===== src/pdb_pkg.sv =====
/*
 Shared constants for the pin input filter block: register offsets,
 field positions, reset values and sizes.
 Assumes an APB slave with 32-bit data and byte addresses.
*/
package pdb_pkg;
    // Geometry
    localparam int PDB_PORTS = 4;
    localparam int PDB_PINS = 8;
    localparam int PDB_ALL = PDB_PORTS * PDB_PINS;
    localparam int PDB_AW = 12;

    // Per-port filter enable registers
    localparam logic [11:0] PDB_OFF_EN0 = 12'h014;
    localparam logic [11:0] PDB_OFF_EN1 = 12'h054;
    localparam logic [11:0] PDB_OFF_EN2 = 12'h094;
    localparam logic [11:0] PDB_OFF_EN3 = 12'h0D4;
    // Per-port trigger type registers
    localparam logic [11:0] PDB_OFF_TY0 = 12'h018;
    localparam logic [11:0] PDB_OFF_TY1 = 12'h058;
    localparam logic [11:0] PDB_OFF_TY2 = 12'h098;
    localparam logic [11:0] PDB_OFF_TY3 = 12'h0D8;
    // Shared control, event status and event mask
    localparam logic [11:0] PDB_OFF_CTL = 12'h180;
    localparam logic [11:0] PDB_OFF_STS = 12'h184;
    localparam logic [11:0] PDB_OFF_MSK = 12'h188;

    // Shared control fields
    localparam int PDB_CTL_SRC_BIT = 4;
    localparam int PDB_CTL_SEL_LSB = 0;
    localparam int PDB_CTL_SEL_W = 4;
    localparam int PDB_CTL_W = 5;

    // Reset values
    localparam logic [7:0] PDB_EN_RST = 8'h00;
    localparam logic [7:0] PDB_TY_RST = 8'h00;
    localparam logic [4:0] PDB_CTL_RST = 5'h00;
    localparam logic [31:0] PDB_STS_RST = 32'h00000000;
    localparam logic [31:0] PDB_MSK_RST = 32'h00000000;

    // Trigger type codes
    localparam logic PDB_TYPE_EDGE = 1'b0;
    localparam logic PDB_TYPE_LEVEL = 1'b1;

    // Consecutive equal samples needed to accept a level
    localparam int PDB_STABLE_SAMPLES = 2;
    // Width of the sample period counter: periods up to 2**15 source ticks
    localparam int PDB_DIV_W = 16;
endpackage


===== src/pdb_filter.sv =====
/*
 Pin input filter and interrupt event logic for four eight-pin ports,
 with its APB register slave.
 Assumes pins may change at any time relative to clk, and that slow_tick is a
 one-cycle strobe in the clk domain from a slower reference clock.
*/
// Notes on behaviour
// - One filter enable bit per pin
// - New level must hold two samples
// - Control bit 4 selects filter source
// - Control bits 3:0 set sample period
// - Filtering only for edge-triggered pins
// - Eight enable bits, upper bits reserved
// - Enable registers reset to zero
// - Type bit: 0 edge, 1 level
// - Level mode uses one-clock sample
`timescale 1ns/1ps
module pdb_filter
    import pdb_pkg::*;
(
    input wire logic clk,
    input wire logic rst_b,
    input wire logic psel,
    input wire logic penable,
    input wire logic pwrite,
    input wire logic [11:0] paddr,
    input wire logic [31:0] pwdata,
    output logic [31:0] prdata,
    output logic pready,
    output logic pslverr,
    input wire logic [31:0] pin_in,
    input wire logic slow_tick,
    output logic [31:0] pin_level,
    output logic irq
);

    // Register storage: one byte per port for enable and type, then shared control, status and mask
    logic [7:0] port_filter_enable_register [PDB_PORTS];
    logic [7:0] trigger_type [PDB_PORTS];
    logic [4:0] shared_filter_control_register;
    logic [31:0] event_status;
    logic [31:0] event_mask;

    // Pin synchroniser and filter state
    logic [31:0] pin_meta;     // First stage, read by pin_sync only
    logic [31:0] pin_sync;     // Second stage
    logic [31:0] sample_prev;  // Previous filter sample
    logic [31:0] sample_cur;   // Latest filter sample
    logic [31:0] stable;       // Accepted filtered level
    logic [31:0] qual_prev;    // Qualified level one clock ago
    logic [PDB_DIV_W-1:0] div_cnt; // Sample period counter
    logic sample_tick;         // One pulse per sample period
    logic [3:0] period_sel; // Period select field of the control register
    logic [PDB_DIV_W-1:0] period_len; // Source ticks per sample period

    // Flattened views of per-port bytes, plus per-pin qualified level, event and status-clear vectors
    logic [31:0] en_flat;
    logic [31:0] type_flat;
    logic [31:0] next_qual;
    logic [31:0] next_events;
    logic [31:0] sts_clear;

    // Bus decode helpers
    logic access;
    logic wr_done;
    logic [31:0] next_rdata;
    logic next_err;

    // Which port a per-port offset belongs to, or -1
    function automatic int port_of(input logic [11:0] a, input logic [11:0] base0);
        int p;
        port_of = -1;
        for (p = 0; p < PDB_PORTS; p++) begin
            if (a == base0 + 12'(p * 'h40)) begin
                port_of = p;
            end
        end
    endfunction

    // Period length in source ticks: 2**sel
    function automatic logic [PDB_DIV_W-1:0] period_of(input logic [3:0] sel);
        period_of = PDB_DIV_W'(1) << sel;
    endfunction

    // Flatten per-port bytes
    // Bit port*8+pin, the same order as status and mask
    always_comb begin
        en_flat = '0;
        type_flat = '0;
        for (int p = 0; p < PDB_PORTS; p++) begin
            en_flat[p*PDB_PINS +: PDB_PINS] = port_filter_enable_register[p];
            type_flat[p*PDB_PINS +: PDB_PINS] = trigger_type[p];
        end
    end

    // Setup phase seen; answer comes on the next edge
    // A write lands at the access edge, where pready is seen high
    assign access = psel && !penable;
    assign wr_done = psel && penable && pready && pwrite && !pslverr;

    // Reserved bits read zero; unmapped offsets answer with an error
    // Read mux and unmapped-address check
    always_comb begin
        int pe;
        int pt;
        pe = port_of(paddr, PDB_OFF_EN0);
        pt = port_of(paddr, PDB_OFF_TY0);
        next_rdata = 32'h00000000;
        next_err = 1'b0;
        if (pe >= 0) begin
            next_rdata = {24'h000000, port_filter_enable_register[pe[1:0]]};
        end else if (pt >= 0) begin
            next_rdata = {24'h000000, trigger_type[pt[1:0]]};
        end else if (paddr == PDB_OFF_CTL) begin
            next_rdata = {27'h0000000, shared_filter_control_register};
        end else if (paddr == PDB_OFF_STS) begin
            next_rdata = event_status;
        end else if (paddr == PDB_OFF_MSK) begin
            next_rdata = event_mask;
        end else begin
            // Unmapped: error answer, zero data
            next_err = 1'b1;
        end
    end

    // APB answer registers: no wait state, pready one cycle wide
    // Registered answer keeps the decode path off the bus outputs
    always_ff @(posedge clk) begin
        if (!rst_b) begin
            pready <= 1'b0;
            pslverr <= 1'b0;
            prdata <= 32'h00000000;
        end else begin
            pready <= access;
            if (access) begin
                pslverr <= next_err;
                prdata <= pwrite ? 32'h00000000 : next_rdata;
            end else begin
                pslverr <= 1'b0;
            end
        end
    end

    // Per-port enable and type registers
    // Reserved upper bits of each write are dropped here
    always_ff @(posedge clk) begin
        if (!rst_b) begin
            for (int p = 0; p < PDB_PORTS; p++) begin
                port_filter_enable_register[p] <= PDB_EN_RST;
                trigger_type[p] <= PDB_TY_RST;
            end
        end else if (wr_done) begin
            for (int p = 0; p < PDB_PORTS; p++) begin
                // one bit per pin, 1 enables
                if (paddr == PDB_OFF_EN0 + 12'(p * 'h40)) begin
                    port_filter_enable_register[p] <= pwdata[7:0];
                end
                if (paddr == PDB_OFF_TY0 + 12'(p * 'h40)) begin
                    trigger_type[p] <= pwdata[7:0];
                end
            end
        end
    end

    // Shared control and mask registers
    always_ff @(posedge clk) begin
        if (!rst_b) begin
            shared_filter_control_register <= PDB_CTL_RST;
            event_mask <= PDB_MSK_RST;
        end else if (wr_done) begin
            if (paddr == PDB_OFF_CTL) begin
                shared_filter_control_register <= pwdata[PDB_CTL_W-1:0];
            end
            if (paddr == PDB_OFF_MSK) begin
                event_mask <= pwdata;
            end
        end
    end

    // Pins may move at any time; two flops hold metastability back
    // two-flop synchroniser before the filter
    always_ff @(posedge clk) begin
        if (!rst_b) begin
            pin_meta <= 32'h00000000;
            pin_sync <= 32'h00000000;
        end else begin
            pin_meta <= pin_in;
            pin_sync <= pin_meta;
        end
    end

    // Period fields; 2**sel keeps a wide range in one small counter,
    // at the price of coarse steps
    assign period_sel = shared_filter_control_register[PDB_CTL_SEL_LSB +: PDB_CTL_SEL_W];
    assign period_len = period_of(period_sel);

    // Sample period divider
    // Restarts at or past the end, so a shorter period written
    // mid-count takes effect at once instead of wrapping around
    always_ff @(posedge clk) begin
        if (!rst_b) begin
            div_cnt <= '0;
            sample_tick <= 1'b0;
        end else begin
            sample_tick <= 1'b0;
            // source is bus clock or slow tick
            if (!shared_filter_control_register[PDB_CTL_SRC_BIT] || slow_tick) begin
                if (div_cnt >= period_len - 1'b1) begin
                    div_cnt <= '0;
                    sample_tick <= 1'b1;
                end else begin
                    div_cnt <= div_cnt + 1'b1;
                end
            end
        end
    end

    // Two-sample stability check per pin
    // A lone changed sample never moves the level, so bounce
    // no longer than one sample period simply vanishes
    always_ff @(posedge clk) begin
        if (!rst_b) begin
            sample_prev <= 32'h00000000;
            sample_cur <= 32'h00000000;
            stable <= 32'h00000000;
        end else begin
            if (sample_tick) begin
                sample_prev <= sample_cur;
                sample_cur <= pin_sync;
            end
            for (int i = 0; i < PDB_ALL; i++) begin
                if (!en_flat[i]) begin
                    // Filter off: track the pin so enabling makes no false edge
                    stable[i] <= pin_sync[i];
                end else if (sample_tick && sample_cur[i] == sample_prev[i]) begin
                    // accept only after two equal samples
                    stable[i] <= sample_cur[i];
                end
            end
        end
    end

    // Qualified level per pin
    // Level pins bypass the filter whatever their enable says
    always_comb begin
        for (int i = 0; i < PDB_ALL; i++) begin
            // level pins use the plain clock sample
            if (type_flat[i] == PDB_TYPE_EDGE && en_flat[i]) begin
                next_qual[i] = stable[i];
            end else begin
                next_qual[i] = pin_sync[i];
            end
        end
    end

    // Events: any edge for edge pins, high level for level pins
    // Level pins re-set status while high; a clear sticks once low
    always_comb begin
        for (int i = 0; i < PDB_ALL; i++) begin
            if (type_flat[i] == PDB_TYPE_LEVEL) begin
                next_events[i] = next_qual[i];
            end else begin
                next_events[i] = next_qual[i] ^ qual_prev[i];
            end
        end
    end

    // Edge detector history and visible level
    // History resets low to match idle pins, so no false edge
    always_ff @(posedge clk) begin
        if (!rst_b) begin
            qual_prev <= 32'h00000000;
            pin_level <= 32'h00000000;
        end else begin
            qual_prev <= next_qual;
            pin_level <= next_qual;
        end
    end

    // Write-one-to-clear bits of the status register
    assign sts_clear = (wr_done && paddr == PDB_OFF_STS) ? pwdata : 32'h00000000;

    // Sticky status; a new event wins over a clear
    // so that an event in the clearing cycle is never lost
    always_ff @(posedge clk) begin
        if (!rst_b) begin
            event_status <= PDB_STS_RST;
        end else begin
            event_status <= (event_status & ~sts_clear) | next_events;
        end
    end

    // Interrupt output, registered
    // Built from the next status so irq moves with status, no lag
    always_ff @(posedge clk) begin
        if (!rst_b) begin
            irq <= 1'b0;
        end else begin
            irq <= |(((event_status & ~sts_clear) | next_events) & event_mask);
        end
    end

endmodule


===== config.mk =====
export PLATFORM = sky130hd
export DESIGN_NAME = pdb_filter
export DESIGN_NICKNAME = d
export VERILOG_FILES = /design/src/pdb_pkg.sv /design/src/pdb_filter.sv
export SDC_FILE = /design/constraint.sdc
export NUM_CORES = 1
export LEC_CHECK = 0
export BUFFER_PORTS_ARGS = -buffer_cell sky130_fd_sc_hd__buf_2
export CAP_MARGIN = 20
export CORE_ASPECT_RATIO = 0.6
export CORE_UTILIZATION = 55
export DETAILED_ROUTE_END_ITERATION = 16
export PLACE_DENSITY_LB_ADDON = 0.25
export SYNTH_ARGS = -nofsm -noshare
export SYNTH_HDL_FRONTEND = slang
export SYNTH_SLANG_ARGS = --single-unit
export TNS_END_PERCENT = 20

===== constraint.sdc =====
create_clock -name clk -period 4.9 [get_ports clk]
set_input_delay 0.245 -clock clk [delete_from_list [all_inputs] [get_ports clk]]
set_output_delay 0.245 -clock clk [all_outputs]
set_load 0.05 [all_outputs]

==> run summary, run 1 <==
The run finished with clean final reports. The run gives 2050 as the number of nets in the synthesized netlist. In this run the mean area of a mapped cell was 8.916 um2. The quantity of I/O buffers inserted on ports came out at 148. The number of global-route vias before repair was 14577; the total of max-cap violations was 0.

Remaining global-route overflow: 0. The number of setup buffers added after CTS is 0. The number of DRC violations after detailed-routing iteration 0 is 1999. The transition time at the pin with the least slew margin is 1.271 ns. The starting density of the core was 0.5694.

The biggest area contributor in the post-synthesis netlist is sky130_fd_sc_hd__dfxtp_1. For the worst-case vdd ir drop, the log shows 0.2196 mV. The logs give 0 for the final-report hold violation count and 0.01996 ns for the largest clock skew in the final design.

The register area share after synthesis came out at 0.4710. The number of pins with negative max-slew slack in the final report was 0; the number of enable flip-flop cells after synthesis was 64. The highest net fanout along the worst path was 16.

By area the synthesized netlist is led by sky130_fd_sc_hd__dfxtp_1, sky130_fd_sc_hd__edfxtp_1, sky130_fd_sc_hd__a21oi_1. The share of Yosys cell area claimed by the top area cell type is 0.3604, and the footprint of the flip-flops and latches is 8192 um2. The area added between synthesis and finish was 16.05%. Among all flip-flop cells after synthesis, the most frequent one is sky130_fd_sc_hd__dfxtp_1.

Summing every instance area after synthesis gives 17390 um2. The tools report the area of combinational cells with multiple inputs as 8640 um2. Routability-driven placement finished with a final weighted congestion of 0.9933. Once detailed placement completed, the half-perimeter wirelength came to 39.97 mm. In the layout the commonest cells are sky130_fd_sc_hd__dfxtp_1, sky130_fd_sc_hd__a21oi_1, sky130_fd_sc_hd__nand2_1. The post-synthesis simple-gate area fraction is 0.2279.

The tools report the number of buffers inserted during clock tree synthesis as 36. Data on the critical path is required at its endpoint by 5.37 ns. The critical path contains buffers and inverters numbering 0 combined. The CTS sink count came out at 377.

The fraction of final layout cells sized beyond drive strength 1 is 0.1234, and the global routing usage summed across all routing layers is 0.3437. The fraction of synthesized cell area in xor and xnor cells was 0.008060. Library cell used as clock root buffer: sky130_fd_sc_hd__clkbuf_16. The post-route fraction of the period consumed by the critical path was 0.6837. The main combinational cell family by area after synthesis is simple AND/OR/NAND/NOR gates. Critical setup path kind: reg -> reg. Setup repair after global routing left no endpoint under its margin. For the maximum level of the CTS H-tree, the log shows 2.

In the detailed route, the total length drawn on met2 is 22.22 mm. The number of antenna-violating nets in the routed design was 0. The tools report the die footprint as 32350 um2.

The first detailed-routing pass ran for 6 iterations. Entering global routing, the biggest net connects 92 pins. The post-layout net count was 2220; the total power per unit cell area was 328.8 nW/um2. The finished layout holds 2557 standard cells, fillers aside.

In the synthesized netlist, the number of instances is 1950. Clock-pin slew was measured on the worst setup and hold paths at 0.07 ns. After clock tree synthesis, the flow added hold-fix buffers numbering 54. Clock insertion delay at the later pin of the skew report: 0.55 ns.

TritonCTS built the clock tree. The longest clock path from root to sink contains 3 buffers. The floorplan step set the die height to 139.7 um. The routed design has 55.90 mm of wire. The area fraction in compound gates after synthesis was 0.1765. For this run, design rule violations remaining after detail routing come to 0. The vias per cell is 6.132, and the count of cell types in the netlist is 69. For the number of setup violations in the final report, the log shows 0. For the finished layout, the period the worst path requires is 3.350 ns. The async set-or-reset flop fraction in the synthesized netlist was 0. Post-synthesis register bit count: 377. The slowest stage of the critical path is the sky130_fd_sc_hd__dfxtp_1 cell. The detailed router placed 15679 vias in this run. The highest signal layer in the routed design was met5. The run gives 0.6608 as the core utilization of the finished layout. Broken down by cell family, the worst path's largest delay share belongs to compound AO/OA/AOI/OAI gates. The logs give 2428 for the number of placed cells counting well taps and 30530 um2 for the placeable core region.

The post-synthesis adder-cell area fraction is 0.01295. The first-pass GRT wire length came out at 84.86 mm. During I/O placement, the number of pins put on the boundary was 149.

The mux share of post-synthesis cell area came out at 0.07103. The signal on the critical path passes through or2_2 -> nand2b_1 -> ha_1 -> or2_2 -> o21ai_0 -> a22o_1 -> a21oi_1 -> ha_1 -> a21o_1 -> a21oi_1 -> nand3_1 -> a21o_1 -> a21oi_1. The biggest cell delay along the critical path was 0.41 ns; the met1 routed wirelength after detailed routing was 24.74 mm.

The type of element launching the critical path was a register. The library cell used most frequently in the layout, excluding fill and tap cells, is sky130_fd_sc_hd__dfxtp_1. The chip width is 231.5 um, and the number of instances resized during post-cts repair is 0. The number of antenna violations at the first check in global routing is 4. Fill cells in the final layout number 2450. The analysis attributes to cell leakage a power of 0.007716 uW. The worst setup path is captured at a register. The worst slew margin relative to its limit is 0.1528. The library cell appearing most often on the critical path is sky130_fd_sc_hd__a21oi_1. Derived from the worst setup path, the maximum achievable clock frequency is 298.5 MHz. Aggregate negative setup slack: 0 ns.

The tools report the routed wire length on met3 as 7.769 mm. The path class of the tightest hold or removal check is in -> reg. The average wire per cell in the routed design works out to 21.86 um. The initialized floorplan defines 49 standard-cell rows. Data on the critical path arrives at its endpoint at 3.82 ns. The count of synthesis-stage warnings from yosys is 0.
[metrics by stage]
| stage | instance area (um2) | hold WS [ns] | power [uW] | worst slack (ns) |
|---|---|---|---|---|
| after detailed placement | 18400 | 0.4186 | 3796 | 1.431 |
| after CTS | 20120 | 0.002270 | 6625 | 1.571 |
| after global routing | 20170 | 0.03824 | 6813 | 1.281 |
| final | 20180 | 0.03043 | 6635 | 1.550 |
| after global placement | 18400 | 0.4141 | 3782 | 1.489 |
| after floorplan | 17390 | 0.3723 | 3620 | 1.931 |
[cell type report]
class	count	area share
multi-input combinational	1426	0.4282
tap	408	0.02530
clock buffer	50	0.05029
inverter	54	0.01029
timing repair buffer	225	0.07144
clock inverter	15	0.008186
antenna	2	0.0002481
sequential	377	0.4060
[worst register-to-register path, stage by stage (launching register included)]
cell and delay, ns:
sky130_fd_sc_hd__dfxtp_1 0.41, sky130_fd_sc_hd__or2_2 0.35, sky130_fd_sc_hd__nand2b_1 0.19, sky130_fd_sc_hd__ha_1 0.29, sky130_fd_sc_hd__or2_2 0.31, sky130_fd_sc_hd__o21ai_0 0.16, sky130_fd_sc_hd__a22o_1 0.15, sky130_fd_sc_hd__a21oi_1 0.07
sky130_fd_sc_hd__ha_1 0.32, sky130_fd_sc_hd__a21o_1 0.17, sky130_fd_sc_hd__a21oi_1 0.17, sky130_fd_sc_hd__nand3_1 0.09, sky130_fd_sc_hd__a21o_1 0.38, sky130_fd_sc_hd__a21oi_1 0.22
[cells in the mapped netlist (34+ instances only)]
master and instances:
sky130_fd_sc_hd__a21oi_1 208, sky130_fd_sc_hd__nand2b_1 66, sky130_fd_sc_hd__dfxtp_1 313, sky130_fd_sc_hd__mux2i_1 102, sky130_fd_sc_hd__nand2_1 194, sky130_fd_sc_hd__edfxtp_1 64
sky130_fd_sc_hd__nor2_1 170, sky130_fd_sc_hd__a22oi_1 34, sky130_fd_sc_hd__o21ai_0 82, sky130_fd_sc_hd__inv_1 54, sky130_fd_sc_hd__clkbuf_1 84, sky130_fd_sc_hd__and2_1 161
sky130_fd_sc_hd__nand3_1 44
[routing by layer]
layer | GRT usage | vias to the layer above
li1 | - | 7263
met1 | 0.4984 | 7450
met2 | 0.4683 | 865
met3 | 0.1361 | 95
met4 | 0.08033 | 6
met5 | 0.03720 | -
[worst paths after layout]
check | startpoint | to | depth (start not counted) | slack, ns
min reg2reg | pin_meta[27]$_SDFF_PN0_ | pin_sync[27]$_SDFF_PN0_ | 1 | 0.43
max reg2reg | shared_filter_control_register[1]$_SDFFE_PN0P_ | div_cnt[7]$_SDFFE_PN0N_ | 13 | 1.55
min | pwdata[27] | event_mask[27]$_SDFFE_PN0P_ | 3 | 0.03
max | shared_filter_control_register[1]$_SDFFE_PN0P_ | div_cnt[7]$_SDFFE_PN0N_ | 13 | 1.55
[kinds of logic (layout without fill, tap and decap cells)]
group / Yosys count / count (layout)
and+or+nand+nor: 774 / 774
AOI/OAI and AO/OA: 498 / 498
DFF: 377 / 377
buffers and inverters: 147 / 344
muxes: 119 / 119
adders and majority gates: 18 / 18
xor gates and xnor gates: 16 / 16
other: 1 / 3
[report_power, final]
group	leakage (uW)	total, uW	internal (uW)	switching (uW)
sequential	0.00324	3330	3230	105
combinational	0.00390	457	176	281
clock	0.000579	2850	1620	1230
(Power assumes the default switching activity.)
==> inputs of run 2 (changes only) <==
Settings changed: CORE_UTILIZATION 55 to 54.
Clock period 4.9 ns to 2.8 ns, I/O delays scaled along.
==> run 2 against run 1 <==
Against the previous run: utilization increased by 0.15 points; die area up 1.8%; critical path depth grew 1; setup slack got worse by 1.5 ns; combinational power is 90% higher; critical path type unchanged; largest cell class unchanged.
==> run summary, run 2 (synthesized netlist as in run 1, its figures left out) <==
The flow ran to the end, and the final reports show no timing, DRC or antenna violations. The maximum root-to-sink buffer count is 3, and the total of max-cap violations is 0. The quantity of I/O buffers inserted on ports works out to 148. STA classifies the critical path startpoint as a register. Traced cell by cell, the critical path runs through or2_4 -> nand2b_4 -> ha_2 -> buf_4 -> nand2_2 -> o21ai_2 -> a22o_1 -> a21oi_2 -> ha_1 -> a21o_1 -> a21oi_2 -> nand3_2 -> a21o_4 -> a21oi_2. The completed layout was analyzed and its total power is 11570 uW.

The tree built by TritonCTS fans out to 377 sinks. The global routing usage summed across all routing layers was 0.3392; the number of buffers inserted during clock tree synthesis was 36. The worst path required time came out at 3.27 ns. Pre-CTS worst setup slack: -0.1769 ns.

The highest net fanout along the worst path was 8; the post-layout net count was 2276. Entering global routing, the biggest net connects 112 pins. Detailed placement finished with a half-perimeter wire length of 40.77 mm. Pin placement for this block handled 149 I/O pins. The post-route worst setup slack is 0.06981 ns. For the number of DRC violations after detailed-routing iteration 0, the log shows 2021. STA classifies the critical path endpoint as a register.

The routed design has 56.53 mm of wire. The placeable core region is 31410 um2. The run gives 84.28 mm as the first-pass GRT wire length. After detailed routing, the number of vias per cell comes to 6.090.

The count of nets left with antenna violations once routing finished came out at 0. Final hold analysis gives a worst-case slack of 0.05101 ns. The largest clock skew in the final design is 0.02812 ns, and the clock insertion delay at the later pin of the skew report is 0.55 ns. The fraction of final layout cells sized beyond drive strength 1 is 0.1520.

In the final routed layout, each cell accounts on average for 21.58 um. The die is 141.0 um tall. The die footprint was 32940 um2. STA puts the critical path data arrival time at 3.20 ns.

The final-report hold violation count is 0. Library cell appearing most often on the critical path: sky130_fd_sc_hd__a21oi_2. The library cell used most frequently in the layout, excluding fill and tap cells, is sky130_fd_sc_hd__dfxtp_1.

The transition time at the pin with the least slew margin is 1.132 ns. For the number of global-route vias before repair, the log shows 14413. In this design, the stage delay of the slowest critical-path cell is 0.31 ns. The area growth from synthesis to layout is 19.64%.

Master of the slowest instance on the critical path: sky130_fd_sc_hd__dfxtp_1. Number of antenna violations at the first check in global routing: 1. For this block, the via count after detailed routing is 15956. TritonCTS built the clock tree.

Setup violations remaining at the end of the flow were counted as 0. The antenna diode instance count is 0, and the starting density of the core is 0.5536. The post-route fraction of the period consumed by the critical path was 0.9751; the final critical delay including setup and external delays was 2.730 ns.

Leaving out fill and tap cells, the most frequent cells in the layout are sky130_fd_sc_hd__dfxtp_1, sky130_fd_sc_hd__a21oi_1, sky130_fd_sc_hd__nand2_1. The chip width was 233.6 um; the core utilization of the finished layout was 0.6623. The tools report the upper clock frequency limit as 366.3 MHz.

The number of DRC violations after detailed routing came out at 0. The weighted congestion at the end of routability-driven global placement was 1.020. For the worst slew margin relative to its limit, the log shows 0.2353.

In this run the power density over the cells is 556.3 nW/um2. The tightest min-delay check is of the in -> reg type. The critical path is of the reg -> reg type.

The leakage power summed over all cells is 0.008042 uW. The tree is rooted in a sky130_fd_sc_hd__clkbuf_16. Across the VDD grid, the largest voltage drop is 0.3838 mV.

The number of rows in the core area is 50, and the number of pins with negative max-slew slack in the final report is 0. Maximum level of the CTS H-tree: 2. For this run the aggregate overflow at the end of global routing stands at 0.

CTS clock-pin slew for the worst setup and hold paths: 0.07 ns. The run gives 9 as the iteration count of the initial detailed-routing pass.
==> run 2: changes by cell type in the layout (fill, tap and decap cells not counted), sizes merged <==
| cell | change |
|---|---|
| buf | +56 |
| clkinv | +4 |
| clkbuf | -3 |
| dlygate4sd3 | +3 |
| bufinv | -2 |
| diode | -2 |
| a21o | +1 |
| clkinvlp | -1 |
| inv | -1 |
==> run 2: layout make-up <==
class	count	area (um2)
Tap cell	416	520.5
Sequential cell	377	8192
Clock buffer	51	1061
Timing Repair Buffer	280	1949
Fill cell	2563	10610
Clock inverter	15	112.6
Multi-Input combinational cell	1427	8757
Inverter	54	207.7
==> run 2: worst paths after layout <==
path	endpoint	slack [ns]	cells after the start	start
worst max-delay path	div_cnt[5]$_SDFFE_PN0N_	0.07	14	shared_filter_control_register[0]$_SDFFE_PN0P_
worst min-delay path	event_mask[4]$_SDFFE_PN0P_	0.05	3	pwdata[4]
worst max register to register	div_cnt[5]$_SDFFE_PN0N_	0.07	14	shared_filter_control_register[0]$_SDFFE_PN0P_
worst min register to register	pin_sync[24]$_SDFF_PN0_	0.43	1	pin_meta[24]$_SDFF_PN0_
==> run 2: worst max-delay path: cells and delay by family, from the launching register on <==
kind	cells	cell delay, ns
simple gates	4	0.61
flops	1	0.31
fa+ha+maj	2	0.44
compound gates	7	1.14
buf+inv	1	0.16
==> run 2: power breakdown <==
part	switching [uW]	leakage [uW]	total (uW)	internal, uW
registers	158	0.00324	5800	5640
clock network	2140	0.000580	4900	2760
logic	531	0.00423	870	339
==> run 2: routing by layer <==
layer / up-vias / GRT usage / routed length, um
met1: 7574 / 0.4830 / 24030
met3: 122 / 0.1410 / 8508
met4: 2 / 0.1015 / 1593
met5: - / 0 / 11
li1: 7367 / - / -
met2: 891 / 0.4622 / 22390
==> run 2: timing repair <==
item / CTS / global route
buffers inserted: 1 / 1
hold buffers: 57 / 0
gates resized for setup: 9 / 11
hold endpoints to repair: 71 / 0
cloned: 1 / 0
pin swaps: 5 / 5
setup endpoints to repair: 16 / 17
==> run 2: per-stage QoR <==
step	cell area [um2]	setup TNS, ns	instances
global route	20800	-0.03092	2620
floorplan	17420	0	1950
detailed placement	18940	-2.121	2494
CTS	20740	0	2619
global placement	18940	-0.3860	2493
finish	20800	0	2620
